### src/ppdc_regs.vh
// Constants of the port pad driver control bank: register indices, short
// aliases, field positions, codes, masks and reset values.
// Assumes it is included by bare name from the design files under src/.
`ifndef PPDC_REGS_VH
`define PPDC_REGS_VH

// Register indices as printed; byte address is four times the index
`define PPDC_IDX_P0L        16'hf080
`define PPDC_IDX_P0H        16'hf082
`define PPDC_IDX_P1L        16'hf084
`define PPDC_IDX_P1H        16'hf086
`define PPDC_IDX_P2         16'hf088
`define PPDC_IDX_P3         16'hf08a
`define PPDC_IDX_P4         16'hf08c
`define PPDC_IDX_P6         16'hf08e
`define PPDC_IDX_P7         16'hf090
`define PPDC_IDX_P8         16'hf092

// Short 8-bit aliases of the same registers, first and last
`define PPDC_SHORT_FIRST    8'h40
`define PPDC_SHORT_LAST     8'h49

// Number of registers in the bank
`define PPDC_NREG           4'ha

// Field layout inside one nibble pair (four bits per nibble)
`define PPDC_EDGE_LSB       0
`define PPDC_DRIVE_LSB      2
`define PPDC_PAIR_BITS      4

// Edge codes
`define PPDC_EDGE_FAST      2'h0
`define PPDC_EDGE_SLOW      2'h1

// Drive codes
`define PPDC_DRV_HIGH       2'h0
`define PPDC_DRV_DYNAMIC    2'h1
`define PPDC_DRV_LOW        2'h2

// Writable bits of two- and four-nibble registers
`define PPDC_MASK_NARROW    16'h00ff
`define PPDC_MASK_WIDE      16'hffff

// Reset value of every register
`define PPDC_RESET_VALUE    16'h0000

// AHB-Lite encodings used by the slave
`define PPDC_HTRANS_NONSEQ  2'h2
`define PPDC_HRESP_OKAY     1'h0

`endif

### src/ppdc_nibble_decode.v
// Decoder from one pad control register to per-nibble pad driver modes.
// Assumes reserved codes already reach it and treats them as the reset mode.
`timescale 1ns/1ps
`include "ppdc_regs.vh"

module ppdc_nibble_decode (
  input  wire [15:0] ctl_value,
  output reg  [3:0]  slow_edge,
  output reg  [3:0]  dynamic_drive,
  output reg  [3:0]  low_drive
);

  integer     n;
  reg  [1:0]  edge_code;
  reg  [1:0]  drive_code;

  // Pair n steers pins 4n+3..4n of its port
  always @* begin
    edge_code     = 2'h0;
    drive_code    = 2'h0;
    slow_edge     = 4'h0;
    dynamic_drive = 4'h0;
    low_drive     = 4'h0;
    for (n = 0; n < 4; n = n + 1) begin
      edge_code  = ctl_value[n*`PPDC_PAIR_BITS + `PPDC_EDGE_LSB +: 2];
      drive_code = ctl_value[n*`PPDC_PAIR_BITS + `PPDC_DRIVE_LSB +: 2];
      // Reserved edge codes fall back to fast, the safe bus-capable choice
      slow_edge[n]     = (edge_code == `PPDC_EDGE_SLOW);
      // High current is the default: neither reduced mode asserted
      dynamic_drive[n] = (drive_code == `PPDC_DRV_DYNAMIC);
      low_drive[n]     = (drive_code == `PPDC_DRV_LOW);
    end
  end

endmodule // ppdc_nibble_decode

### src/ppdc_top.v
// Port pad driver control bank: ten 16-bit registers behind an AHB-Lite
// slave, decoded into slow-edge, dynamic-drive and low-drive pad controls.
// Assumes a single AHB-Lite master, one clock, inputs synchronous to clock.
//
// Decided for this implementation: the AHB-Lite slave port.
`timescale 1ns/1ps
`include "ppdc_regs.vh"

module ppdc_top (
  input  wire        clock,
  input  wire        resetn,
  input  wire        hsel,
  input  wire [31:0] haddr,
  input  wire [1:0]  htrans,
  input  wire        hwrite,
  input  wire [2:0]  hsize,
  input  wire [31:0] hwdata,
  input  wire        hready,
  output wire        hreadyout,
  output wire        hresp,
  output wire [31:0] hrdata,
  output wire [39:0] pad_slow_edge,
  output wire [39:0] pad_dynamic_drive,
  output wire [39:0] pad_low_drive
);

  // Map a word address onto a register slot; bit 4 flags a hit
  function [4:0] reg_lookup;
    input [31:0] addr;
    begin
      reg_lookup = 5'h00;
      if (addr[31:18] == 14'h0000 && addr[1:0] == 2'h0) begin
        case (addr[17:2])
          `PPDC_IDX_P0L: reg_lookup = 5'h10;
          `PPDC_IDX_P0H: reg_lookup = 5'h11;
          `PPDC_IDX_P1L: reg_lookup = 5'h12;
          `PPDC_IDX_P1H: reg_lookup = 5'h13;
          `PPDC_IDX_P2:  reg_lookup = 5'h14;
          `PPDC_IDX_P3:  reg_lookup = 5'h15;
          `PPDC_IDX_P4:  reg_lookup = 5'h16;
          `PPDC_IDX_P6:  reg_lookup = 5'h17;
          `PPDC_IDX_P7:  reg_lookup = 5'h18;
          `PPDC_IDX_P8:  reg_lookup = 5'h19;
          default:       reg_lookup = 5'h00;
        endcase
      end
    end
  endfunction

  // Only the port 2 and port 3 registers carry four nibbles
  function [15:0] reg_mask;
    input [3:0] idx;
    begin
      if (idx == 4'h4 || idx == 4'h5)
        reg_mask = `PPDC_MASK_WIDE;
      else
        reg_mask = `PPDC_MASK_NARROW;
    end
  endfunction

  // Read-back view of a register: bits with no pin group read zero
  function [31:0] read_word;
    input [15:0] value;
    input [3:0]  idx;
    begin
      read_word = {16'h0000, value & reg_mask(idx)};
    end
  endfunction

  // Byte lanes of a transfer from its size and low address bits
  function [1:0] lane_enable;
    input [2:0] size;
    input [1:0] low;
    begin
      case (size)
        3'h0:    lane_enable = {low == 2'h1, low == 2'h0};
        3'h1:    lane_enable = {low[1] == 1'b0, low[1] == 1'b0};
        default: lane_enable = 2'h3;
      endcase
    end
  endfunction

  reg  [15:0] ctl_r [0:9];
  reg         wr_pend_r;
  reg  [3:0]  wr_idx_r;
  reg  [1:0]  wr_lane_r;
  reg  [31:0] hrdata_r;
  reg  [39:0] pad_slow_edge_r;
  reg  [39:0] pad_dynamic_drive_r;
  reg  [39:0] pad_low_drive_r;

  wire        access;
  wire [4:0]  hit;
  wire [15:0] wr_mask;
  wire [15:0] wr_value;
  wire [1:0]  lane_now;
  wire [39:0] dec_slow_edge;
  wire [39:0] dec_dynamic_drive;
  wire [39:0] dec_low_drive;

  // Address phase is taken only when the bus is ready
  assign access   = hsel & hready & (htrans == `PPDC_HTRANS_NONSEQ |
                                     htrans == 2'h3);
  assign hit      = reg_lookup({haddr[31:2], 2'h0});
  assign lane_now = lane_enable(hsize, haddr[1:0]);
  assign wr_mask  = reg_mask(wr_idx_r) &
                    {{8{wr_lane_r[1]}}, {8{wr_lane_r[0]}}};
  assign wr_value = (ctl_r[wr_idx_r] & ~wr_mask) | (hwdata[15:0] & wr_mask);

  // Zero wait states, always OKAY
  assign hreadyout = 1'b1;
  assign hresp     = `PPDC_HRESP_OKAY;
  assign hrdata    = hrdata_r;

  // Pad controls leave the block from flip-flops
  assign pad_slow_edge     = pad_slow_edge_r;
  assign pad_dynamic_drive = pad_dynamic_drive_r;
  assign pad_low_drive     = pad_low_drive_r;

  // Remember a write for its data phase; unmapped writes are dropped
  always @(posedge clock or negedge resetn) begin
    if (!resetn) begin
      wr_pend_r <= 1'b0;
      wr_idx_r  <= 4'h0;
      wr_lane_r <= 2'h0;
    end else if (hready) begin
      wr_pend_r <= access & hwrite & hit[4];
      wr_idx_r  <= hit[3:0];
      wr_lane_r <= lane_now;
    end
  end

  // Register bank; bits without a pin group never store
  integer k;
  always @(posedge clock or negedge resetn) begin
    if (!resetn) begin
      for (k = 0; k < 10; k = k + 1) begin
        ctl_r[k] <= `PPDC_RESET_VALUE;
      end
    end else if (wr_pend_r) begin
      ctl_r[wr_idx_r] <= wr_value;
    end
  end

  // Read data is captured at the address phase; a write still in its data
  // phase to the same slot is forwarded so a read never sees stale data
  always @(posedge clock or negedge resetn) begin
    if (!resetn) begin
      hrdata_r <= 32'h00000000;
    end else if (access & ~hwrite) begin
      if (!hit[4])
        hrdata_r <= 32'h00000000;
      else if (wr_pend_r && wr_idx_r == hit[3:0])
        hrdata_r <= read_word(wr_value, hit[3:0]);
      else
        hrdata_r <= read_word(ctl_r[hit[3:0]], hit[3:0]);
    end
  end

  // One decoder per register; four pad slots per register in the outputs
  genvar g;
  generate
    for (g = 0; g < 10; g = g + 1) begin : gen_dec
      ppdc_nibble_decode u_dec (
        .ctl_value     (ctl_r[g]),
        .slow_edge     (dec_slow_edge[g*4 +: 4]),
        .dynamic_drive (dec_dynamic_drive[g*4 +: 4]),
        .low_drive     (dec_low_drive[g*4 +: 4])
      );
    end
  endgenerate

  // Pads take the decoded modes one clock after the register write, so a
  // two-bit code change never shows a passing mode at the pad drivers
  always @(posedge clock or negedge resetn) begin
    if (!resetn) begin
      pad_slow_edge_r     <= 40'h0000000000;
      pad_dynamic_drive_r <= 40'h0000000000;
      pad_low_drive_r     <= 40'h0000000000;
    end else begin
      pad_slow_edge_r     <= dec_slow_edge;
      pad_dynamic_drive_r <= dec_dynamic_drive;
      pad_low_drive_r     <= dec_low_drive;
    end
  end

endmodule // ppdc_top

### config.mk
export PLATFORM = sky130hd
export DESIGN_NAME = ppdc_top
export DESIGN_NICKNAME = d
export VERILOG_FILES = /design/src/ppdc_nibble_decode.v /design/src/ppdc_top.v
export VERILOG_INCLUDE_DIRS = /design/src /design/src/src
export SDC_FILE = /design/constraint.sdc
export NUM_CORES = 1
export LEC_CHECK = 0
export BUFFER_PORTS_ARGS = -buffer_cell sky130_fd_sc_hd__buf_2
export CAP_MARGIN = 40
export CORE_MARGIN = 2
export CORE_UTILIZATION = 30
export CTS_CLUSTER_DIAMETER = 50
export DETAILED_ROUTE_END_ITERATION = 10
export PLACE_DENSITY = 0.5
export SLEW_MARGIN = 20
export SYNTH_ARGS = -nofsm -noshare
export SYNTH_HDL_FRONTEND = slang
export SYNTH_SLANG_ARGS = --single-unit
### constraint.sdc
create_clock -name clock -period 4.23 [get_ports clock]
set_clock_uncertainty 0.2 [all_clocks]
set_input_delay 0 -clock clock [delete_from_list [all_inputs] [get_ports clock]]
set_output_delay 0 -clock clock [all_outputs]
set_load 0.02 [all_outputs]
==> results of run 1 <==
## critical path, delay by kind of cell, from the launching register on
family / cells / cell delay [ns]
AOI/OAI and AO/OA: 3 / 0.91
buffers and inverters: 3 / 1.33
DFF: 1 / 0.66
xor gates and xnor gates: 1 / 0.30
muxes: 1 / 0.18
## repair_timing
item | in CTS | in global routing
hold buffers | 42 | 0
hold endpoints to repair | 232 | 0
setup buffers | 0 | 0
## metal layers
layer | track usage | vias to the layer above
met2 | 0.269 | 303
li1 | - | 4004
met4 | 0.0665 | 0
met3 | 0.0329 | 68
met5 | 0 | -
met1 | 0.234 | 4404
## power groups by stage
stage	clock, mW	sequential, mW	combinational, mW
floorplan	0	3.02	0.140
global placement	0	3.01	0.297
detailed placement	0	3.01	0.301
CTS	3.50	2.96	0.328
global route	3.63	2.96	0.357
finish	3.41	2.96	0.322
## layout make-up
| class | count | area, sq um | share of cell area |
|---|---|---|---|
| clock buffer | 46 | 1020 | 0.0643 |
| antenna | 1 | 2.50 | 0.000157 |
| inverter | 4 | 15.0 | 0.000944 |
| clock inverter | 22 | 307 | 0.0193 |
| tap | 539 | 674 | 0.0424 |
| timing repair buffer | 276 | 1750 | 0.110 |
| multi-input combinational | 610 | 4540 | 0.286 |
| sequential | 303 | 7580 | 0.477 |
## metrics by stage
stage / setup slack [ns] / instances
after detailed placement: 0.793 / 1689
after global routing: 0.233 / 1801
after CTS: 0.563 / 1799
after floorplan: 1.23 / 1058
final: 0.525 / 1801
after global placement: 0.840 / 1687
## registers in the layout (all words and copies together), names as in the netlist
register and cells:
pad_dynamic_drive 40, wr_idx_r 4, wr_lane_r 2, wr_pend_r 1
ctl_r 160, pad_low_drive 40, hrdata 16, pad_slow_edge 40
## synth_stat cells, drive strengths merged, types with 20 or more instances
| master | instances | area (sq um) |
|---|---|---|
| a221oi | 20 | 175 |
| nor2 | 48 | 180 |
| mux2 | 70 | 788 |
| mux4 | 31 | 698 |
| buf | 32 | 209 |
| nand2 | 42 | 158 |
| o21ai | 53 | 265 |
| clkbuf | 109 | 409 |
| dfrtp | 303 | 7580 |
| a21oi | 48 | 240 |
| a22oi | 21 | 158 |
| nor2b | 124 | 776 |
## worst min path at each step
stage,cells after the start,slack (ns),to
floorplan,0,-0.50,ctl_r[0]
detailed placement,1,-0.08,ctl_r[70]
finish,5,0.06,wr_idx_r[2]
global placement,1,-0.09,ctl_r[123]
CTS,5,0.02,hrdata[3]
global route,5,0.07,wr_idx_r[2]
## cells by family (layout without fill, tap and decap cells)
| family | after synthesis | after routing | share of synthesized area |
|---|---|---|---|
| simple gates | 274 | 274 | 0.118 |
| flops | 303 | 303 | 0.598 |
| buf+inv | 145 | 348 | 0.0499 |
| other cells | 2 | 19 | 0.000592 |
| xor+xnor | 2 | 2 | 0.00138 |
| mux | 119 | 119 | 0.131 |
| compound gates | 197 | 197 | 0.101 |
==> summary.txt, run 1 <==
Critical path
  – Crit path max fanout: 13
  – Worst Path Required: 4.45 ns
  – Startpoint Class: register
  – R2R depth: 8
  – Worst Setup SP: wr_idx_r[3]
  – Worst setup path category: register to register
  – Worst R2R Start: wr_idx_r[3]
  – Slowest CP cell: dfrtp_1
  – RR Endpoint: hrdata[14]
  – R2R setup slack: 0.52 ns
  – Max incr delay on CP: 0.66 ns
  – WP data arrival: 3.92 ns
  – CP cell instances: clkinv_1, xnor2_1, o211ai_1, a211oi_4, buf_12, mux2i_1, o21ai_0, dlygate4sd3_1
  – Worst setup EP type: register
  – Setup crit end: hrdata[14]

Finish
  – Final #Nets: 1306
  – Finished Cell Area: 0.0159 sq mm
  – P&R area growth vs syn: 25.4%
  – Leading cell type in the layout, fill and taps excluded: dfrtp_1
  – Final Util: 0.380
  – Filler cells: 4055
  – Commonest non-fill, non-tap cells in the layout: dfrtp_1, buf_2, nor2b_1
  – Share of layout cells above drive strength 1: 0.324

Die
  – Row count: 75
  – Total die area: 0.0439 sq mm
  – Io pins: 228
  – Die H: 210 um
  – Core footprint: 0.0419 sq mm
  – Initial core utilization: 0.303
  – DIE WIDTH: 210 um

Routing
  – Vias: 8779
  – Vias per cell: 4.87
  – Met1 WL: 16500 um
  – DRT iter0 DRCs: 544
  – DR top layer: met4
  – Post-detailed-route count of antenna-violating nets: 0
  – Met3 wire len: 2360 um
  – Final WL: 37400 um
  – WL per Instance: 20.8 um
  – 1st-pass router iterations: 5
  – DRC: 0
  – Met2 wire len: 17300 um

Clocking
  – Inserted Clock Buffers: 37
  – Clock Tree Buf Depth: 3
  – Sink Count: 303
  – Root Buffer: clkbuf_16
  – Worst-skew pair later-pin latency: 0.53 ns
  – Clock-pin transition on the worst setup and hold timing paths: 0.06 ns
  – CTS tree: built
  – H-Tree Level Count: 2
  – CTS resizes: 0

GRT
  – Grt ovf: 0
  – Overall routing resource usage: 0.171
  – Initial antenna violation count: 2
  – First-pass GRT wire length: 56500 um
  – Vias in the first global route: 9071
  – Largest net degree at the start of global routing: 109

Timing
  – Final-report hold violation count: 0
  – Setup-failing EPs final: 0
  – Final TNS setup: 0 ns
  – Worst slew pin tran: 0.812 ns
  – Final Max Tran Viols: 0
  – Final Hold Slack: 0.0614 ns
  – RSZ-0062 raised after global routing: no
  – Final worst-path cycle share: 0.876
  – Final worst path period need: 3.71 ns
  – Max Fclk: 0.270 GHz
  – Max transition margin: 0.457

Pwr
  – Sw Pwr: 1.52 mW
  – Clock power frac: 0.509
  – Total power: 6.69 mW
  – Sw Share: 0.227
  – Pwr Density: 421 mW/mm^2
  – P_int: 5.17 mW
  – Maximum VDD drop: 0.267 mV
  – Sequential Power Share: 0.442
  – Leak: 7.48 nW
  – Comb pwr share: 0.048

Yosys
  – Seq cells post-synth: 303
  – Ys async rst share: 1.00
  – Synth Cell Area: 0.0127 sq mm
  – Post-synth EDFFs: 0
  – Synth unique cells: 51
  – Syn Area/Cell: 12.2 sq um
  – Mapped Cells: 1042
  – Sequential share of the synthesized area: 0.598
  – Synth warn: 0
  – Top FF cell, synth: dfrtp_1

Hold path
  – Worst hold-check path type: primary input to register
  – Worst min-delay path startpoint: haddr[12]

Status
  – Run status: completed

Placed design
  – IO Port Bufs: 192
  – Post-DP Area: 0.0141 sq mm
  – RD Place Congestion: 0.839
  – Final HPWL DP: 25700 um

Job
  – Number of max-cap violations: 0
No activity file was read; power rests on OpenSTA's default activity.
==> run 2, diff against run 1 <==
--- a/config.mk
+++ b/config.mk
@@ -8,7 +8,7 @@
 export LEC_CHECK = 0
 export BUFFER_PORTS_ARGS = -buffer_cell sky130_fd_sc_hd__buf_2
 export CAP_MARGIN = 40
-export CORE_MARGIN = 2
+export CORE_MARGIN = 10
 export CORE_UTILIZATION = 30
 export CTS_CLUSTER_DIAMETER = 50
 export DETAILED_ROUTE_END_ITERATION = 10
==> summary.txt, run 2 (synthesized netlist as in run 1, its figures left out) <==
Hold path
  – Hold Path Sink: wr_idx_r[2]
  – Hold Crit Depth: 5 (unchanged)
  – Worst hold-check path type: primary input to register
  – Worst min-delay path startpoint: haddr[13]

Routing
  – Vias per cell: 4.88 (about the same)
  – WL per Instance: 21.6 um (+4.3%)
  – DRT iter0 DRCs: 517 (-5.0%)
  – DRC: 0 (unchanged)
  – 1st-pass router iterations: 5 (unchanged)
  – Vias: 8801 (+0.25%)
  – Final WL: 39100 um (+4.5%)
  – Post-detailed-route count of antenna-violating nets: 0 (unchanged)

Placed design
  – IO Port Bufs: 192 (unchanged)
  – Final HPWL DP: 27400 um (+6.6%)
  – Setup slack after placement: 0.942 ns (+0.149 ns)
  – Post-DP Area: 0.0141 sq mm (about the same)
  – RD Place Congestion: 0.850 (+1.2%)

Pwr
  – Leak: 7.51 nW (+0.34%)
  – Total power: 6.59 mW (-1.5%)
  – Pwr Density: 414 mW/mm^2 (-1.6%)
  – Maximum VDD drop: 0.193 mV (-28%)

Die
  – Die H: 226 um (+7.6%)
  – DIE WIDTH: 226 um (+7.6%)
  – Row count: 75 (unchanged)
  – Initial core utilization: 0.303 (unchanged)
  – Io pins: 228 (unchanged)
  – Core footprint: 0.0419 sq mm (unchanged)
  – Total die area: 0.0509 sq mm (+16%)

GRT
  – Overall routing resource usage: 0.152 (-0.0186)
  – Grt ovf: 0 (unchanged)
  – Vias in the first global route: 9358 (+3.2%)
  – Largest net degree at the start of global routing: 87 (-20%)
  – First-pass GRT wire length: 59100 um (+4.7%)
  – Initial antenna violation count: 1 (-1)

Timing
  – Max transition margin: 0.453 (-0.00482)
  – Max Fclk: 0.289 GHz (+7.0%)
  – Final worst path period need: 3.46 ns (-0.243 ns)
  – Setup ws final: 0.767 ns (+0.243 ns)
  – Setup-failing EPs final: 0 (unchanged)
  – Worst slew pin tran: 0.819 ns (+0.00721 ns)
  – Final Max Tran Viols: 0 (unchanged)
  – Final worst-path cycle share: 0.819 (-0.0574)
  – Final TNS setup: 0 ns (unchanged)
  – RSZ-0062 raised after global routing: no
  – Final-report hold violation count: 0 (unchanged)

Finish
  – Filler cells: 4096 (+1.0%)
  – Final Util: 0.380 (+0.000479)
  – Final #Nets: 1309 (+0.23%)
  – Commonest non-fill, non-tap cells in the layout: dfrtp_1, buf_2, nor2b_1
  – Multi-input gate area: 0.00455 sq mm (+0.19%)
  – Biggest register: ctl_r
  – Leading cell type in the layout, fill and taps excluded: dfrtp_1
  – Finished Cell Area: 0.0159 sq mm (+0.13%)
  – Largest register FFs: 160 (unchanged)
  – Seq. cell area: 0.00758 sq mm (unchanged)
  – Share of layout cells above drive strength 1: 0.326 (+0.00214)
  – P&R area growth vs syn: 25.5%

Critical path
  – CP dominant cell by count: dlygate4sd3_1
  – Max incr delay on CP: 0.73 ns (+0.07 ns)
  – Worst setup EP type: register
  – CP bufs+invs: 4 (+1)
  – Worst Path Required: 4.43 ns (-0.02 ns)
  – Slowest CP cell: or3_1
  – Worst Setup SP: haddr[6]
  – RR Endpoint: hrdata[12]
  – Worst setup path category: primary input to register
  – Startpoint Class: primary input
  – R2R depth: 8 (unchanged)
  – Crit path max fanout: 17 (+4)
  – R2R setup slack: 0.82 ns (+0.30 ns)
  – WP data arrival: 3.67 ns (-0.25 ns)
  – Levels on crit path: 11 (+3)
  – CP delay by family, top: buffers and inverters
  – Worst R2R Start: wr_idx_r[0]
  – CP cell instances: dlygate4sd3_1, buf_2, nor3b_1, nand2_1, or3_1, a2bb2oi_1, a211oi_4, buf_4, mux2i_1, o21ai_0, dlygate4sd3_1

Clocking
  – H-Tree Level Count: 2 (unchanged)
  – Root Buffer: clkbuf_16
  – Clock-pin transition on the worst setup and hold timing paths: 0.06 ns (about the same)
  – Sink Count: 303 (unchanged)
  – Postcts setup bufs: 0 (unchanged)
  – CTS tree: built
  – Worst-skew pair later-pin latency: 0.53 ns (about the same)
  – Inserted Clock Buffers: 38 (+2.7%)
  – Clock Tree Buf Depth: 3 (unchanged)

Status
  – Run status: completed

Job
  – Number of max-cap violations: 0 (unchanged)
==> run 2: cell types whose count changed in the layout (fill, tap and decap cells not counted), sizes merged <==
| cell | before | now |
|---|---|---|
| clkinvlp | 4 | 2 |
| clkinv | 6 | 8 |
| buf | 235 | 237 |
| clkbuf | 46 | 52 |
| bufinv | 6 | 2 |
==> run 2: worst reg2reg max path, stage by stage, from the launching register on <==
cell and delay (ns):
dfrtp_2 0.65, buf_4 0.44, mux4_2 0.61, a221o_1 0.37
o21ai_0 0.08, a21oi_1 0.13, mux2i_1 0.20, o21ai_1 0.07
dlygate4sd3_1 0.56
==> run 2: worst max-delay path by stage <==
| stage | slack, ns | endpoint |
|---|---|---|
| after CTS | 0.46 | hrdata[12] |
| final | 0.77 | hrdata[8] |
| after detailed placement | 0.94 | hrdata[15] |
| after global placement | 1.0 | hrdata[14] |
| after global routing | 0.59 | hrdata[9] |
| after floorplan | 1.23 | ctl_r[100] |
==> run 2: layer usage <==
layer  global-route usage  wire (um)
met1                0.196      16800
met2                0.246      18600
met5                    0          0
met3               0.0389       2700
met4               0.0497       1030
==> run 2: through the flow <==
stage / cells / hold WS, ns
2_1_floorplan: 1058 / -0.496
3_3_place_gp: 1689 / -0.102
3_5_place_dp: 1690 / -0.101
4_1_cts: 1802 / 0.0340
5_1_grt: 1805 / 0.0849
6_report: 1805 / 0.0842
==> run 2: final cells by class <==
class,instances,share of cell area
clock buffers,52,0.0708
flip-flops and latches,303,0.476
diodes,1,0.000157
clock inverters,18,0.0115
multi-input cells,610,0.286
well taps,539,0.0424
inverters,4,0.000943
repair buffers,278,0.112
==> run 2: report_power, final <==
part	internal, mW	switching, mW
combinational	0.125	0.199
sequential	2.93	0.0307
clock	2.02	1.29
total	5.08	1.52
==> run 2: timing repair <==
| item | CTS | global route |
|---|---|---|
| hold buffers | 42 | 0 |
| gates resized for setup | 0 | 0 |
| hold endpoints to repair | 310 | 0 |
==> run 3, diff against run 2 <==
--- a/config.mk
+++ b/config.mk
@@ -12,7 +12,7 @@
 export CORE_UTILIZATION = 30
 export CTS_CLUSTER_DIAMETER = 50
 export DETAILED_ROUTE_END_ITERATION = 10
-export PLACE_DENSITY = 0.5
+export PLACE_DENSITY = 0.52
 export SLEW_MARGIN = 20
 export SYNTH_ARGS = -nofsm -noshare
 export SYNTH_HDL_FRONTEND = slang
==> constraint.sdc (replaced) <==
create_clock -name clock -period 3.1 [get_ports clock]
set_clock_uncertainty 0.2 [all_clocks]
set_input_delay 0 -clock clock [delete_from_list [all_inputs] [get_ports clock]]
set_output_delay 0 -clock clock [all_outputs]
set_load 0.02 [all_outputs]
==> summary.txt, run 3 (synthesized netlist as in run 1, its figures left out) <==
Routing
  – Final WL: 38400 um (-1.6%)
  – WL per Instance: 21.1 um (-2.4%)
  – 1st-pass router iterations: 5 (unchanged)
  – DRT iter0 DRCs: 642 (+24%)
  – Post-detailed-route count of antenna-violating nets: 0 (unchanged)
  – Vias: 8912 (+1.3%)
  – Vias per cell: 4.90 (+0.48%)
  – DRC: 0 (unchanged)

Timing
  – Max Fclk: 0.361 GHz
  – Final Hold Slack: -0.0461 ns (-0.130 ns)
  – Final TNS setup: 0 ns (unchanged)
  – Final worst path period need: 2.77 ns
  – Setup-failing EPs final: 0 (unchanged)
  – RSZ-0062 raised after global routing: no
  – Worst slew pin tran: 0.924 ns (+0.105 ns)
  – Final-report hold violation count: 30 (+30)
  – Final Max Tran Viols: 0 (unchanged)
  – Max transition margin: 0.384 (-0.0685)
  – Final worst-path cycle share: 0.893

Die
  – Row count: 75 (unchanged)
  – Initial core utilization: 0.303 (unchanged)
  – Io pins: 228 (unchanged)
  – DIE WIDTH: 226 um (unchanged)
  – Total die area: 0.0509 sq mm (unchanged)
  – Die H: 226 um (unchanged)
  – Core footprint: 0.0419 sq mm (unchanged)

GRT
  – First-pass GRT wire length: 58700 um (-0.76%)
  – Overall routing resource usage: 0.150 (-0.00216)
  – Largest net degree at the start of global routing: 114 (+31%)
  – Vias in the first global route: 9459 (+1.1%)
  – Initial antenna violation count: 1 (unchanged)
  – Grt ovf: 0 (unchanged)

Pwr
  – Leak: 7.57 nW (+0.85%)
  – Maximum VDD drop: 0.316 mV (+63%)
  – Pwr Density: 563 mW/mm^2 (+36%)

Critical path
  – Crit path max fanout: 19 (+2)
  – Worst setup EP type: register
  – Worst Setup SP: wr_idx_r[0]
  – RR Endpoint: hrdata[3]
  – WP data arrival: 2.96 ns (-0.71 ns)
  – Worst Path Required: 3.29 ns (-1.14 ns)
  – R2R setup slack: 0.33 ns (-0.49 ns)
  – R2R depth: 7 (-1)
  – Worst R2R Start: wr_idx_r[0]
  – Startpoint Class: register
  – Worst setup path category: register to register

Clocking
  – Sink Count: 303 (unchanged)
  – Postcts setup bufs: 0 (unchanged)
  – Clock-pin transition on the worst setup and hold timing paths: 0.05 ns (about the same)
  – H-Tree Level Count: 2 (unchanged)
  – Clock Tree Buf Depth: 3 (unchanged)
  – Inserted Clock Buffers: 39 (+2.6%)
  – Worst-skew pair later-pin latency: 0.53 ns (about the same)
  – CTS tree: built
  – Root Buffer: clkbuf_16

Placed design
  – IO Port Bufs: 192 (unchanged)
  – RD Place Congestion: 0.877 (+3.2%)
  – Final HPWL DP: 28000 um (+2.3%)

Finish
  – Biggest register: ctl_r
  – Final #Nets: 1326 (+1.3%)
  – Commonest non-fill, non-tap cells in the layout: dfrtp_1, buf_2, nor2b_1
  – Filler cells: 4043 (-1.3%)
  – P&R area growth vs syn: 26.4%
  – Share of layout cells above drive strength 1: 0.341 (+0.0157)
  – Largest register FFs: 160 (unchanged)
  – Leading cell type in the layout, fill and taps excluded: dfrtp_1
  – Ant diodes: 0 (-1)

Hold path
  – Worst hold-check path type: primary input to asynchronous set/reset pin

Job
  – Number of max-cap violations: 0 (unchanged)

Status
  – Failing checks: hold timing
  – Run status: finished, violations left
run 3: cell count changes in the layout (fill, tap and decap cells not counted), sizes merged:
cell and delta:
buf +25, dlygate4sd3 -9, inv -3, clkbuf -2, clkinv +2, bufinv +1
clkinvlp +1, diode -1
run 3: worst max-delay path by stage:
stage | endpoint | slack [ns] | cells after the start
2_1_floorplan | ctl_r[100] | 0.1 | 9
3_3_place_gp | hrdata[2] | 0.22 | 8
3_5_place_dp | hrdata[0] | 0.18 | 9
4_1_cts | hrdata[3] | 0.33 | 7
5_1_grt | hrdata[7] | 0.17 | 9
6_report | hrdata[3] | 0.33 | 7
run 3: layout make-up:
type / count / area [sq um] / area share
Clock buffer: 50 / 1110 / 0.0693
Sequential cell: 303 / 7580 / 0.473
Multi-Input combinational cell: 610 / 4540 / 0.283
Tap cell: 539 / 674 / 0.0421
Timing Repair Buffer: 294 / 1890 / 0.118
Inverter: 4 / 15.0 / 0.000937
Clock inverter: 19 / 211 / 0.0132
run 3: what timing repair did:
| action | CTS | global route |
|---|---|---|
| hold buffers | 32 | 0 |
| hold endpoints to repair | 267 | 0 |
| resized for setup | 0 | 0 |
run 3: layer usage:
layer	vias to the layer above	wire (um)	GRT usage
met5	-	12	0
met2	313	18300	0.241
met3	61	2710	0.0363
li1	4062	-	-
met1	4474	16500	0.197
met4	2	987	0.0464
run 3: power by group:
| part | leakage, nW | internal, mW | total [mW] | switching [mW] |
|---|---|---|---|---|
| logic | 2.98 | 0.172 | 0.436 | 0.264 |
| registers | 3.95 | 4.00 | 4.05 | 0.0453 |
| clock network | 0.647 | 2.80 | 4.54 | 1.73 |
| total | 7.57 | 6.98 | 9.02 | 2.04 |
run 3: critical path, stage by stage (launching register included):
cell     delay [ns]
dfrtp_2        0.64
buf_12         0.24
mux4_2         0.55
a22oi_1        0.15
o21ai_0        0.10
mux2_2         0.42
a32oi_1        0.21
o21ai_0        0.11
run 3: stage by stage:
stage          cell area (sq um)   util  cells  worst slack, ns  total power [mW]
4_1_cts                    16000  0.383   1818            0.334              9.15
6_report                   16000  0.383   1819            0.331              9.02
5_1_grt                    16000  0.383   1819            0.170              9.35
3_3_place_gp               14400  0.344   1717            0.222              4.52
3_5_place_dp               14400  0.344   1717            0.183              4.53
2_1_floorplan              12700      -   1058           0.0972              4.31
